$ cat config.mk
export PLATFORM = sky130hd
export DESIGN_NAME = nic_ctrl
export DESIGN_NICKNAME = d
export VERILOG_FILES = /design/src/core/nic_pkg.sv /design/src/core/nic_ctrl.sv /design/src/core/nic_prio_arb.sv /design/src/core/nic_wake_unit.sv
export VERILOG_INCLUDE_DIRS = /design/src /design/src/core
export SDC_FILE = /design/constraint.sdc
export NUM_CORES = 2
export LEC_CHECK = 0
export BUFFER_PORTS_ARGS = -buffer_cell sky130_fd_sc_hd__buf_2
export CAP_MARGIN = 20
export CORE_MARGIN = 4
export CORE_UTILIZATION = 50
export DETAILED_ROUTE_END_ITERATION = 16
export PLACE_DENSITY_LB_ADDON = 0.25
export SLEW_MARGIN = 15
export SYNTH_ARGS = -nofsm -noshare
export SYNTH_HDL_FRONTEND = slang
export SYNTH_HIERARCHICAL = 1
export SYNTH_SLANG_ARGS = --single-unit
$ cat constraint.sdc
create_clock -name pclk -period 171.1 [get_ports pclk]
set_input_delay 25.665 -clock pclk [delete_from_list [all_inputs] [get_ports pclk]]
set_output_delay 25.665 -clock pclk [all_outputs]
set_load 0.01 [all_outputs]
$ cat src/core/nic_cfg.svh
// Offsets, field positions, reset values and sizes of the interrupt controller.
// Assumes a 12-bit APB byte address, one 32-bit register per aligned word.
`ifndef NIC_CFG_SVH
`define NIC_CFG_SVH
// ************
// Sizes
// ************
`define NIC_N_EXT 52
`define NIC_N_SYS 4
`define NIC_PW 3
`define NIC_IW 6
// ************
// Register offsets
// ************
`define NIC_OFS_ENABLE0 12'h000
`define NIC_OFS_ENABLE1 12'h004
`define NIC_OFS_SETPEND0 12'h010
`define NIC_OFS_SETPEND1 12'h014
`define NIC_OFS_CLRPEND0 12'h020
`define NIC_OFS_CLRPEND1 12'h024
`define NIC_OFS_EDGE0 12'h030
`define NIC_OFS_EDGE1 12'h034
`define NIC_OFS_PRIO_HI 7'h02
`define NIC_PRIO_WORDS 3'h7
`define NIC_OFS_SYSPRI 12'h060
`define NIC_OFS_MASK 12'h070
`define NIC_OFS_VBASE 12'h074
`define NIC_OFS_CTRL 12'h078
`define NIC_OFS_STATUS 12'h07c
// ************
// Fields and reset values
// ************
`define NIC_CTRL_SAH 0
`define NIC_CTRL_DEEP 1
`define NIC_VBASE_KEEP 32'hffffff80
`define NIC_RST_PRIO 3'h0
`define NIC_RST_VBASE 32'h00000000
`define NIC_SYS_VEC_OFS 8'h02
`define NIC_EXT_VEC_OFS 8'h0c
`endif

$ cat src/core/nic_pkg.sv
// Types shared by the interrupt controller modules.
// Assumes nothing beyond a SystemVerilog compiler.
package nic_pkg;
   typedef enum logic [2:0] {
      nic_st_run = 3'b001,
      nic_st_slp = 3'b010,
      nic_st_deep = 3'b100
   } nic_slp_e;
   typedef struct packed {
      logic ack;
      logic eoi;
      logic [5:0] eoi_id;
      logic wait_interrupt_instr;
      logic wait_event_instr;
      logic send_event_instr;
   } nic_core_s;
   typedef struct packed {
      logic valid;
      logic [5:0] id;
      logic [2:0] prio;
      logic [31:0] vec_addr;
   } nic_irq_s;
endpackage : nic_pkg

$ cat src/core/nic_ctrl.sv
// Nested vectored interrupt controller with APB registers and sleep control.
// Assumes peripheral lines and core strobes synchronous to pclk, one-cycle
// core strobes, and an APB master that follows the usual two-phase transfer.
//
// The register addresses and the APB register port were decided locally.
`timescale 1ns/100ps
`include "nic_cfg.svh"
// How it works
// - Fifty-two peripheral request inputs, each an independent source.
// - One priority of eight levels is held per source.
// - Each line is level or edge sensitive, chosen per source.
// - The highest ranked eligible pending request goes to the core.
// - Sources not above a nonzero masking level are blocked.
// - Vector addresses are built from a software-written base offset.
// - One request line per peripheral, whatever it combines inside.
// - System exceptions and peripheral lines share one ranking.
// - In deep sleep a wake unit keeps detecting and wakes the core.
// - With sleep after handler set, last handler return enters sleep.
// - Wait for interrupt, wait for event and send event are served.
// - A later higher request replaces the presented one until taken.
module nic_ctrl #(
   parameter int N_EXT = `NIC_N_EXT,
   parameter int N_SYS = `NIC_N_SYS,
   parameter int PW = `NIC_PW,
   parameter int IW = `NIC_IW
) (
   // Clock and reset
   input wire logic pclk,
   input wire logic presetn,
   // APB slave
   input wire logic psel,
   input wire logic penable,
   input wire logic pwrite,
   input wire logic [11:0] paddr,
   input wire logic [31:0] pwdata,
   output logic [31:0] prdata,
   output logic pready,
   output logic pslverr,
   // Request sources
   input wire logic [N_EXT-1:0] irq_line,
   input wire logic [N_SYS-1:0] sys_exc,
   // Core side
   input wire nic_pkg::nic_core_s core_in,
   output nic_pkg::nic_irq_s irq_out,
   output logic core_sleep,
   output logic core_wake,
   output logic event_out
);
   localparam int N = N_EXT + N_SYS;

   // ************
   // State
   // ************
   logic [N_EXT-1:0] en_r;
   logic [N_EXT-1:0] edge_r;
   logic [N_EXT-1:0] line_q_r;
   logic [N-1:0] pend_r;
   logic [N-1:0] act_r;
   logic [N-1:0][PW-1:0] prio_r;
   logic [PW-1:0] mask_r;
   logic [31:0] vbase_r;
   logic sah_r;
   logic deep_r;
   logic evt_r;
   logic wfe_wait_r;
   nic_pkg::nic_slp_e st_r;
   nic_pkg::nic_slp_e st_nxt;
   nic_pkg::nic_irq_s irq_r;
   logic [31:0] prdata_r;
   logic pready_r;
   logic pslverr_r;
   logic sleep_r;
   logic wake_r;
   logic evt_out_r;

   // ************
   // APB decode
   // ************
   logic setup;
   logic wr_go;
   logic prio_wr;
   logic [2:0] prio_w;
   logic addr_ok;
   logic [31:0] rd_val;
   logic [63:0] wr_wide;

   assign setup = psel & ~penable;
   assign wr_go = psel & penable & pready_r & pwrite;
   assign prio_w = paddr[4:2];
   assign prio_wr = wr_go && paddr[11:5] == `NIC_OFS_PRIO_HI && prio_w < `NIC_PRIO_WORDS;
   assign wr_wide = paddr[2] ? {pwdata, 32'h0} : {32'h0, pwdata};

   // ************
   // Request detection
   // ************
   logic freeze;
   logic [N_EXT-1:0] rise;
   logic [N_EXT-1:0] edge_hit;
   logic [N_EXT-1:0] lvl_hit;
   logic [N_EXT-1:0] hw_ext;
   logic [N_EXT-1:0] sw_set;
   logic [N_EXT-1:0] sw_clr;
   logic [N-1:0] set_vec;
   logic [N-1:0] clr_vec;
   logic [N-1:0] en_all;
   logic [N-1:0] ok;
   logic [N-1:0] elig;
   logic [N-1:0] eoi_oh;
   logic [N-1:0] ack_oh;
   logic wk_wake;
   logic [N-1:0] wk_caught;

   // Main detection stands still in deep sleep; the wake unit covers it
   assign freeze = st_r == nic_pkg::nic_st_deep;
   assign rise = irq_line & ~line_q_r;
   assign edge_hit = edge_r & rise;
   assign lvl_hit = ~edge_r & irq_line;
   assign hw_ext = edge_hit | lvl_hit;
   assign sw_set = (wr_go && paddr[11:3] == `NIC_OFS_SETPEND0 >> 3) ?
                   wr_wide[N_EXT-1:0] : '0;
   assign sw_clr = (wr_go && paddr[11:3] == `NIC_OFS_CLRPEND0 >> 3) ?
                   wr_wide[N_EXT-1:0] : '0;
   assign ack_oh = (core_in.ack && irq_r.valid) ? N'(1) << irq_r.id : '0;
   assign eoi_oh = core_in.eoi ? N'(1) << core_in.eoi_id : '0;
   assign set_vec = {(freeze ? {N_EXT{1'b0}} : hw_ext) | sw_set, sys_exc} |
                    (wk_wake ? wk_caught : '0);
   assign clr_vec = {sw_clr, {N_SYS{1'b0}}} | ack_oh;
   assign en_all = {en_r, {N_SYS{1'b1}}};

   // ************
   // Ranking
   // ************
   logic hit;
   logic [IW-1:0] win_id;
   logic [PW-1:0] win_prio;
   logic act_hit;
   logic [PW-1:0] run_prio;
   logic [7:0] vec_num;

   for (genvar i = 0; i < N; i++) begin : g_ok
      // Lower value is more urgent; a zero mask level masks nothing
      assign ok[i] = (mask_r == '0 || prio_r[i] < mask_r) &&
                     (!act_hit || prio_r[i] < run_prio);
   end
   assign elig = pend_r & en_all & ok;

   nic_prio_arb #(.N(N), .PW(PW), .IW(IW)) u_pend_arb (
      .req(elig),
      .prio(prio_r),
      .hit(hit),
      .idx(win_id),
      .best(win_prio)
   );

   nic_prio_arb #(.N(N), .PW(PW), .IW(IW)) u_act_arb (
      .req(act_r),
      .prio(prio_r),
      .hit(act_hit),
      .idx(),
      .best(run_prio)
   );

   nic_wake_unit #(.N(N), .PW(PW), .IW(IW)) u_wake (
      .pclk(pclk),
      .presetn(presetn),
      .armed(freeze),
      .lines({irq_line, sys_exc}),
      .enable(en_all),
      .prio(prio_r),
      .wake_r(wk_wake),
      .wake_id_r(),
      .caught_r(wk_caught)
   );

   assign vec_num = (win_id < IW'(N_SYS)) ? 8'(win_id) + `NIC_SYS_VEC_OFS :
                    8'(win_id) + `NIC_EXT_VEC_OFS;

   // ************
   // Configuration registers
   // ************
   always_ff @(posedge pclk or negedge presetn) begin
      if (!presetn) begin
         en_r <= '0;
         edge_r <= '0;
         mask_r <= '0;
         vbase_r <= `NIC_RST_VBASE;
         sah_r <= 1'b0;
         deep_r <= 1'b0;
      end else if (wr_go) begin
         case (paddr)
            `NIC_OFS_ENABLE0, `NIC_OFS_ENABLE1: begin
               for (int i = 0; i < N_EXT; i++) begin
                  if ((i >= 32) == paddr[2]) begin
                     en_r[i] <= wr_wide[i];
                  end
               end
            end
            `NIC_OFS_EDGE0, `NIC_OFS_EDGE1: begin
               for (int i = 0; i < N_EXT; i++) begin
                  if ((i >= 32) == paddr[2]) begin
                     edge_r[i] <= wr_wide[i];
                  end
               end
            end
            `NIC_OFS_MASK: mask_r <= pwdata[PW-1:0];
            `NIC_OFS_VBASE: vbase_r <= pwdata & `NIC_VBASE_KEEP;
            `NIC_OFS_CTRL: begin
               sah_r <= pwdata[`NIC_CTRL_SAH];
               deep_r <= pwdata[`NIC_CTRL_DEEP];
            end
            default: ;
         endcase
      end
   end

   always_ff @(posedge pclk or negedge presetn) begin
      if (!presetn) begin
         prio_r <= {N{`NIC_RST_PRIO}};
      end else begin
         for (int i = 0; i < N_EXT; i++) begin
            if (prio_wr && prio_w == 3'(i / 8)) begin
               prio_r[i+N_SYS] <= pwdata[(i%8)*4 +: PW];
            end
         end
         for (int i = 0; i < N_SYS; i++) begin
            if (wr_go && paddr == `NIC_OFS_SYSPRI) begin
               prio_r[i] <= pwdata[i*4 +: PW];
            end
         end
      end
   end

   // ************
   // Pending and active
   // ************
   always_ff @(posedge pclk or negedge presetn) begin
      if (!presetn) begin
         line_q_r <= '0;
      end else if (!freeze) begin
         line_q_r <= irq_line;
      end
   end

   always_ff @(posedge pclk or negedge presetn) begin
      if (!presetn) begin
         pend_r <= '0;
      end else begin
         // A new request in the clearing cycle is kept
         pend_r <= (pend_r & ~clr_vec) | set_vec;
      end
   end

   always_ff @(posedge pclk or negedge presetn) begin
      if (!presetn) begin
         act_r <= '0;
      end else begin
         act_r <= (act_r & ~eoi_oh) | ack_oh;
      end
   end

   // ************
   // Presentation to the core
   // ************
   always_ff @(posedge pclk or negedge presetn) begin
      if (!presetn) begin
         irq_r <= '0;
      end else begin
         // Re-ranked every cycle, so a late urgent arrival takes the slot
         irq_r.valid <= hit & ~(core_in.ack & irq_r.valid);
         irq_r.id <= win_id;
         irq_r.prio <= win_prio;
         irq_r.vec_addr <= vbase_r + {22'h0, vec_num, 2'b00};
      end
   end

   // ************
   // Sleep and events
   // ************
   always_comb begin
      st_nxt = st_r;
      case (st_r)
         nic_pkg::nic_st_run: begin
            if (core_in.wait_interrupt_instr || (core_in.wait_event_instr && !evt_r) ||
                (core_in.eoi && sah_r && (act_r & ~eoi_oh) == '0)) begin
               st_nxt = deep_r ? nic_pkg::nic_st_deep : nic_pkg::nic_st_slp;
            end
         end
         nic_pkg::nic_st_slp: begin
            if (hit || (wfe_wait_r && evt_r)) begin
               st_nxt = nic_pkg::nic_st_run;
            end
         end
         nic_pkg::nic_st_deep: begin
            if (wk_wake) begin
               st_nxt = nic_pkg::nic_st_run;
            end
         end
         default: st_nxt = nic_pkg::nic_st_run;
      endcase
   end

   always_ff @(posedge pclk or negedge presetn) begin
      if (!presetn) begin
         st_r <= nic_pkg::nic_st_run;
         sleep_r <= 1'b0;
         wake_r <= 1'b0;
         wfe_wait_r <= 1'b0;
      end else begin
         st_r <= st_nxt;
         sleep_r <= st_nxt != nic_pkg::nic_st_run;
         wake_r <= st_r != nic_pkg::nic_st_run && st_nxt == nic_pkg::nic_st_run;
         if (st_r == nic_pkg::nic_st_run) begin
            wfe_wait_r <= core_in.wait_event_instr && !evt_r && !core_in.wait_interrupt_instr;
         end
      end
   end

   always_ff @(posedge pclk or negedge presetn) begin
      if (!presetn) begin
         evt_r <= 1'b0;
         evt_out_r <= 1'b0;
      end else begin
         evt_out_r <= core_in.send_event_instr;
         // Set wins over consumption by wait for event
         if (core_in.send_event_instr || (set_vec & ~pend_r) != '0) begin
            evt_r <= 1'b1;
         end else if ((st_r == nic_pkg::nic_st_run && core_in.wait_event_instr) ||
                      (st_r == nic_pkg::nic_st_slp && wfe_wait_r)) begin
            evt_r <= 1'b0;
         end
      end
   end

   // ************
   // Register read and bus answer
   // ************
   always_comb begin
      rd_val = 32'h0;
      addr_ok = 1'b1;
      if (paddr[11:5] == `NIC_OFS_PRIO_HI && prio_w < `NIC_PRIO_WORDS) begin
         for (int j = 0; j < 8; j++) begin
            if (32'(prio_w) * 8 + j < N_EXT) begin
               rd_val[j*4 +: PW] = prio_r[32'(prio_w) * 8 + j + N_SYS];
            end
         end
      end else begin
         case (paddr)
            `NIC_OFS_ENABLE0: rd_val = en_r[31:0];
            `NIC_OFS_ENABLE1: rd_val = 32'(en_r[N_EXT-1:32]);
            `NIC_OFS_SETPEND0, `NIC_OFS_CLRPEND0: rd_val = pend_r[N_SYS +: 32];
            `NIC_OFS_SETPEND1, `NIC_OFS_CLRPEND1: rd_val = 32'(pend_r[N-1:N_SYS+32]);
            `NIC_OFS_EDGE0: rd_val = edge_r[31:0];
            `NIC_OFS_EDGE1: rd_val = 32'(edge_r[N_EXT-1:32]);
            `NIC_OFS_SYSPRI: begin
               for (int j = 0; j < N_SYS; j++) begin
                  rd_val[j*4 +: PW] = prio_r[j];
               end
            end
            `NIC_OFS_MASK: rd_val = 32'(mask_r);
            `NIC_OFS_VBASE: rd_val = vbase_r;
            `NIC_OFS_CTRL: rd_val = {30'h0, deep_r, sah_r};
            `NIC_OFS_STATUS: rd_val = {6'h0, sleep_r, act_hit, 5'h0, run_prio,
                                       7'h0, irq_r.valid, 2'h0, irq_r.id};
            default: addr_ok = 1'b0;
         endcase
      end
   end

   always_ff @(posedge pclk or negedge presetn) begin
      if (!presetn) begin
         prdata_r <= 32'h0;
         pready_r <= 1'b0;
         pslverr_r <= 1'b0;
      end else begin
         pready_r <= setup;
         pslverr_r <= setup & ~addr_ok;
         if (setup && !pwrite) begin
            prdata_r <= rd_val;
         end
      end
   end

   assign prdata = prdata_r;
   assign pready = pready_r;
   assign pslverr = pslverr_r;
   assign irq_out = irq_r;
   assign core_sleep = sleep_r;
   assign core_wake = wake_r;
   assign event_out = evt_out_r;
endmodule : nic_ctrl

$ cat src/core/nic_prio_arb.sv
// Priority picker: lowest priority value wins, lowest index breaks ties.
// Assumes a flat vector of equal-width priority fields, one per request.
`timescale 1ns/100ps
module nic_prio_arb #(
   parameter int N = 56,
   parameter int PW = 3,
   parameter int IW = 6
) (
   // Requests
   input wire logic [N-1:0] req,
   input wire logic [N*PW-1:0] prio,
   // Winner
   output logic hit,
   output logic [IW-1:0] idx,
   output logic [PW-1:0] best
);
   always_comb begin
      hit = 1'b0;
      idx = '0;
      best = '1;
      for (int i = 0; i < N; i++) begin
         // Strict compare keeps the earlier index on a tie
         if (req[i] && (!hit || prio[i*PW +: PW] < best)) begin
            hit = 1'b1;
            idx = IW'(i);
            best = prio[i*PW +: PW];
         end
      end
   end
endmodule : nic_prio_arb

$ cat src/core/nic_wake_unit.sv
// Wake-up companion: catches enabled lines while the main logic is frozen.
// Assumes the caller arms it only during deep sleep and merges caught lines.
`timescale 1ns/100ps
`include "nic_cfg.svh"
module nic_wake_unit #(
   parameter int N = 56,
   parameter int PW = 3,
   parameter int IW = 6
) (
   // Clock and reset
   input wire logic pclk,
   input wire logic presetn,
   // Control and sources
   input wire logic armed,
   input wire logic [N-1:0] lines,
   input wire logic [N-1:0] enable,
   input wire logic [N*PW-1:0] prio,
   // Results
   output logic wake_r,
   output logic [IW-1:0] wake_id_r,
   output logic [N-1:0] caught_r
);
   logic [N-1:0] seen;
   logic hit;
   logic [IW-1:0] idx;

   assign seen = caught_r | (lines & enable);

   nic_prio_arb #(.N(N), .PW(PW), .IW(IW)) u_arb (
      .req(seen),
      .prio(prio),
      .hit(hit),
      .idx(idx),
      .best()
   );

   always_ff @(posedge pclk or negedge presetn) begin
      if (!presetn) begin
         caught_r <= '0;
      end else if (armed) begin
         caught_r <= seen;
      end else begin
         caught_r <= '0;
      end
   end

   always_ff @(posedge pclk or negedge presetn) begin
      if (!presetn) begin
         wake_r <= 1'b0;
         wake_id_r <= '0;
      end else begin
         wake_r <= armed & hit;
         wake_id_r <= idx;
      end
   end
endmodule : nic_wake_unit

==> flow_summary.ini <==
[timing]
maxClockFrequency_mhz = 6.479
tightestPinTransition_ns = 1.282
finalMaxSlewViolations = 0
timing.final.setup_violations = 0
final_period_minus_worst_setup_slack_ns = 154.36
rsz0062_at_grt = false
totalNegativeSetupSlack_ns = 0
timing.final.crit_share_pct = 90.21
finClkSkew_ns = 0.03824
fin_worst_setup_slack_ns = 16.74
hold_viol_final = 0
slew-limit-headroom_pct = 14.13

[clocking]
cts_inserted_buffers = 71
worst_skew_pair.late_latency_ns = 0.67
htree_num_levels = 3
cts_num_sinks = 604
clk_pin_slew_ns = 0.06
holdBufCountCts = 0
ctsLongestPathBuffers = 3
clk_root_buf = clkbuf_16
clock_tree_from_tritoncts = yes
postCtsResizedCells = 0
cts_setup_buffers = 0

[place]
placement.io_buffers = 192
place_hpwl_um = 182100
placement.setup.worst_slack_ns = 20.45
instance_count_after_placement_with_tap_cells_included = 7640
gp_congestion = 1.090

[die]
die_h_um = 334.8
floorplan.die.width_um = 334.8
core_area_sq_mm = 0.1057
num_rows = 119
io-pin-count = 195
initial_utilization_pct = 50.51
die-area_sq_mm = 0.1121

[critical_path]
cp_data_required_time_ns = 171.62
worstPathBufferInverterCount = 81
start_kind = register
critical_path.max_stage_delay_ns = 0.91
critical_path.most_common_cell = ha_1
crit_path_end_kind = register
timing.critical_path.max_delay_family = compound AO/OA/AOI/OAI gates
crit_type = reg2reg
crit_slowest_cell = dfrtp_1
worstPathMaxFanout = 15
r2r-start = prio_r[2]
number_of_cells_on_the_worst_reg_to_reg_path = 763
reg2reg_to = irq_out[28]
timing.reg2reg.setup_slack_ns = 16.74
worst_ep_arrival_time_ns = 154.87

[routing]
avgViaCountPerCell = 7.115
route.detailed.drc = 0
detailedRoute.firstPassIterationCount = 7
drt_wl_total_um = 242900
drt_iter0_drc = 8332
wl_per_cell_um = 31.20
detailroute.via_count = 55380
route.antenna.remaining_nets = 0

[outcome]
outcome = completed

[hold_path]
whs_path_depth = 2
holdCritPathClass = reg2reg
holdPathEnd = line_q_r[46]
hp-start = line_q_r[46]

[global_route]
grt_pass1_vias = 50220
grt_pass1_wl_um = 346700
grt_max_degree = 167
grt_overall_usage_pct = 41.50
antenna_found_initial = 18
globalRouteOverflowTotal = 0

[finish]
final_cells = 7784
post_route_cells_drive_above_1_share_pct = 16.47
area_growth_pct = 9.481
num-nets-final = 6789
n_fill_cell = 9694

[power]
p_leak_uw = 0.02636
total_power_uw = 663.7
power-per-cell-area_mw_per_mm2 = 11.35
ir_drop_mv = 0.009138

[job]
maxCapViolations = 0

[synth]
syn-mean-instance-area_sq_um = 8.624
synth_warnings = 6
syn-cell-area_sq_mm = 0.05339
synth_cells = 6191
## through the flow
| step | utilization, % | instance area, sq um | hold slack [ns] |
|---|---|---|---|
| after floorplan | - | 53410 | 0.4386 |
| final | 55.30 | 58450 | 0.4673 |
| after detailed placement | 52.86 | 55880 | 0.4560 |
| after global placement | 52.86 | 55880 | 0.4485 |
| after global routing | 55.27 | 58430 | 0.4903 |
| after CTS | 55.23 | 58380 | 0.4694 |
## placed cells by master (no fill, tap or decap), types with 65 or more instances in the layout
master       n
dfrtp_1    601
buf_2      191
o21ai_0    397
mux2_2     346
nand3_1    142
and2_1     117
a21o_1     113
a31oi_1     90
nor2_1     330
nor3_1      86
mux2i_1     79
nand2_1    773
nor2b_1    166
ha_1       348
clkbuf_16   72
nand2b_1   196
inv_1      227
buf_4      104
o21a_1      66
a21oi_1    366
or3_1       65
## sequential cells by signal, indices dropped and copies added (netlist names), 3 cells and up
signal           flops
act_r               56
edge_r              52
en_r                52
irq_out             39
line_q_r            52
mask_r               3
pend_r              56
prdata              32
prio_r             168
st_r                 3
u_wake/caught_r     56
vbase_r             25
## power breakdown
group          leakage, uW  internal, uW  switching (uW)
Sequential         0.00792           146            3.89
Clock              0.00121          97.0            69.7
Combinational       0.0172           132             215
Total               0.0264           375             288
## per-layer routing
metal  GRT usage [%]  part of all wire, %  up-vias
met5               0                0.026        -
met4           23.40                  6.9       10
met3           12.73                   14      789
met2           58.12                   40     3967
met1           56.71                   40    27070
li1                -                    -    23550
## how the worst max path moves through the flow
stage	endpoint	from	slack, ns	cells after the start
CTS	irq_out[30]	prio_r[2]	19.86	775
floorplan	irq_out[31]	prio_r[2]	41.28	1037
finish	irq_out[28]	prio_r[2]	16.74	774
global placement	irq_out[30]	prio_r[5]	23.16	1032
detailed placement	irq_out[28]	prio_r[2]	20.45	801
global route	irq_out[28]	prio_r[2]	4.30	775
## final cells by class
type,count,area [sq um],share of cell area (%)
Tap cell,1391,1740,2.977
Clock buffer,89,1946,3.328
Inverter,232,872.1,1.492
Timing Repair Buffer,301,1847,3.159
Multi-Input combinational cell,5114,36350,62.18
Clock inverter,41,555.5,0.9504
Antenna cell,12,30.03,0.05137
Sequential cell,604,15120,25.86
## worst min-delay path, stage by stage, from the launching register on
cell and delay [ns]:
dfrtp_1 0.34, nand2_1 0.05, nand2_1 0.05
No activity file was read; power rests on OpenSTA's default activity.
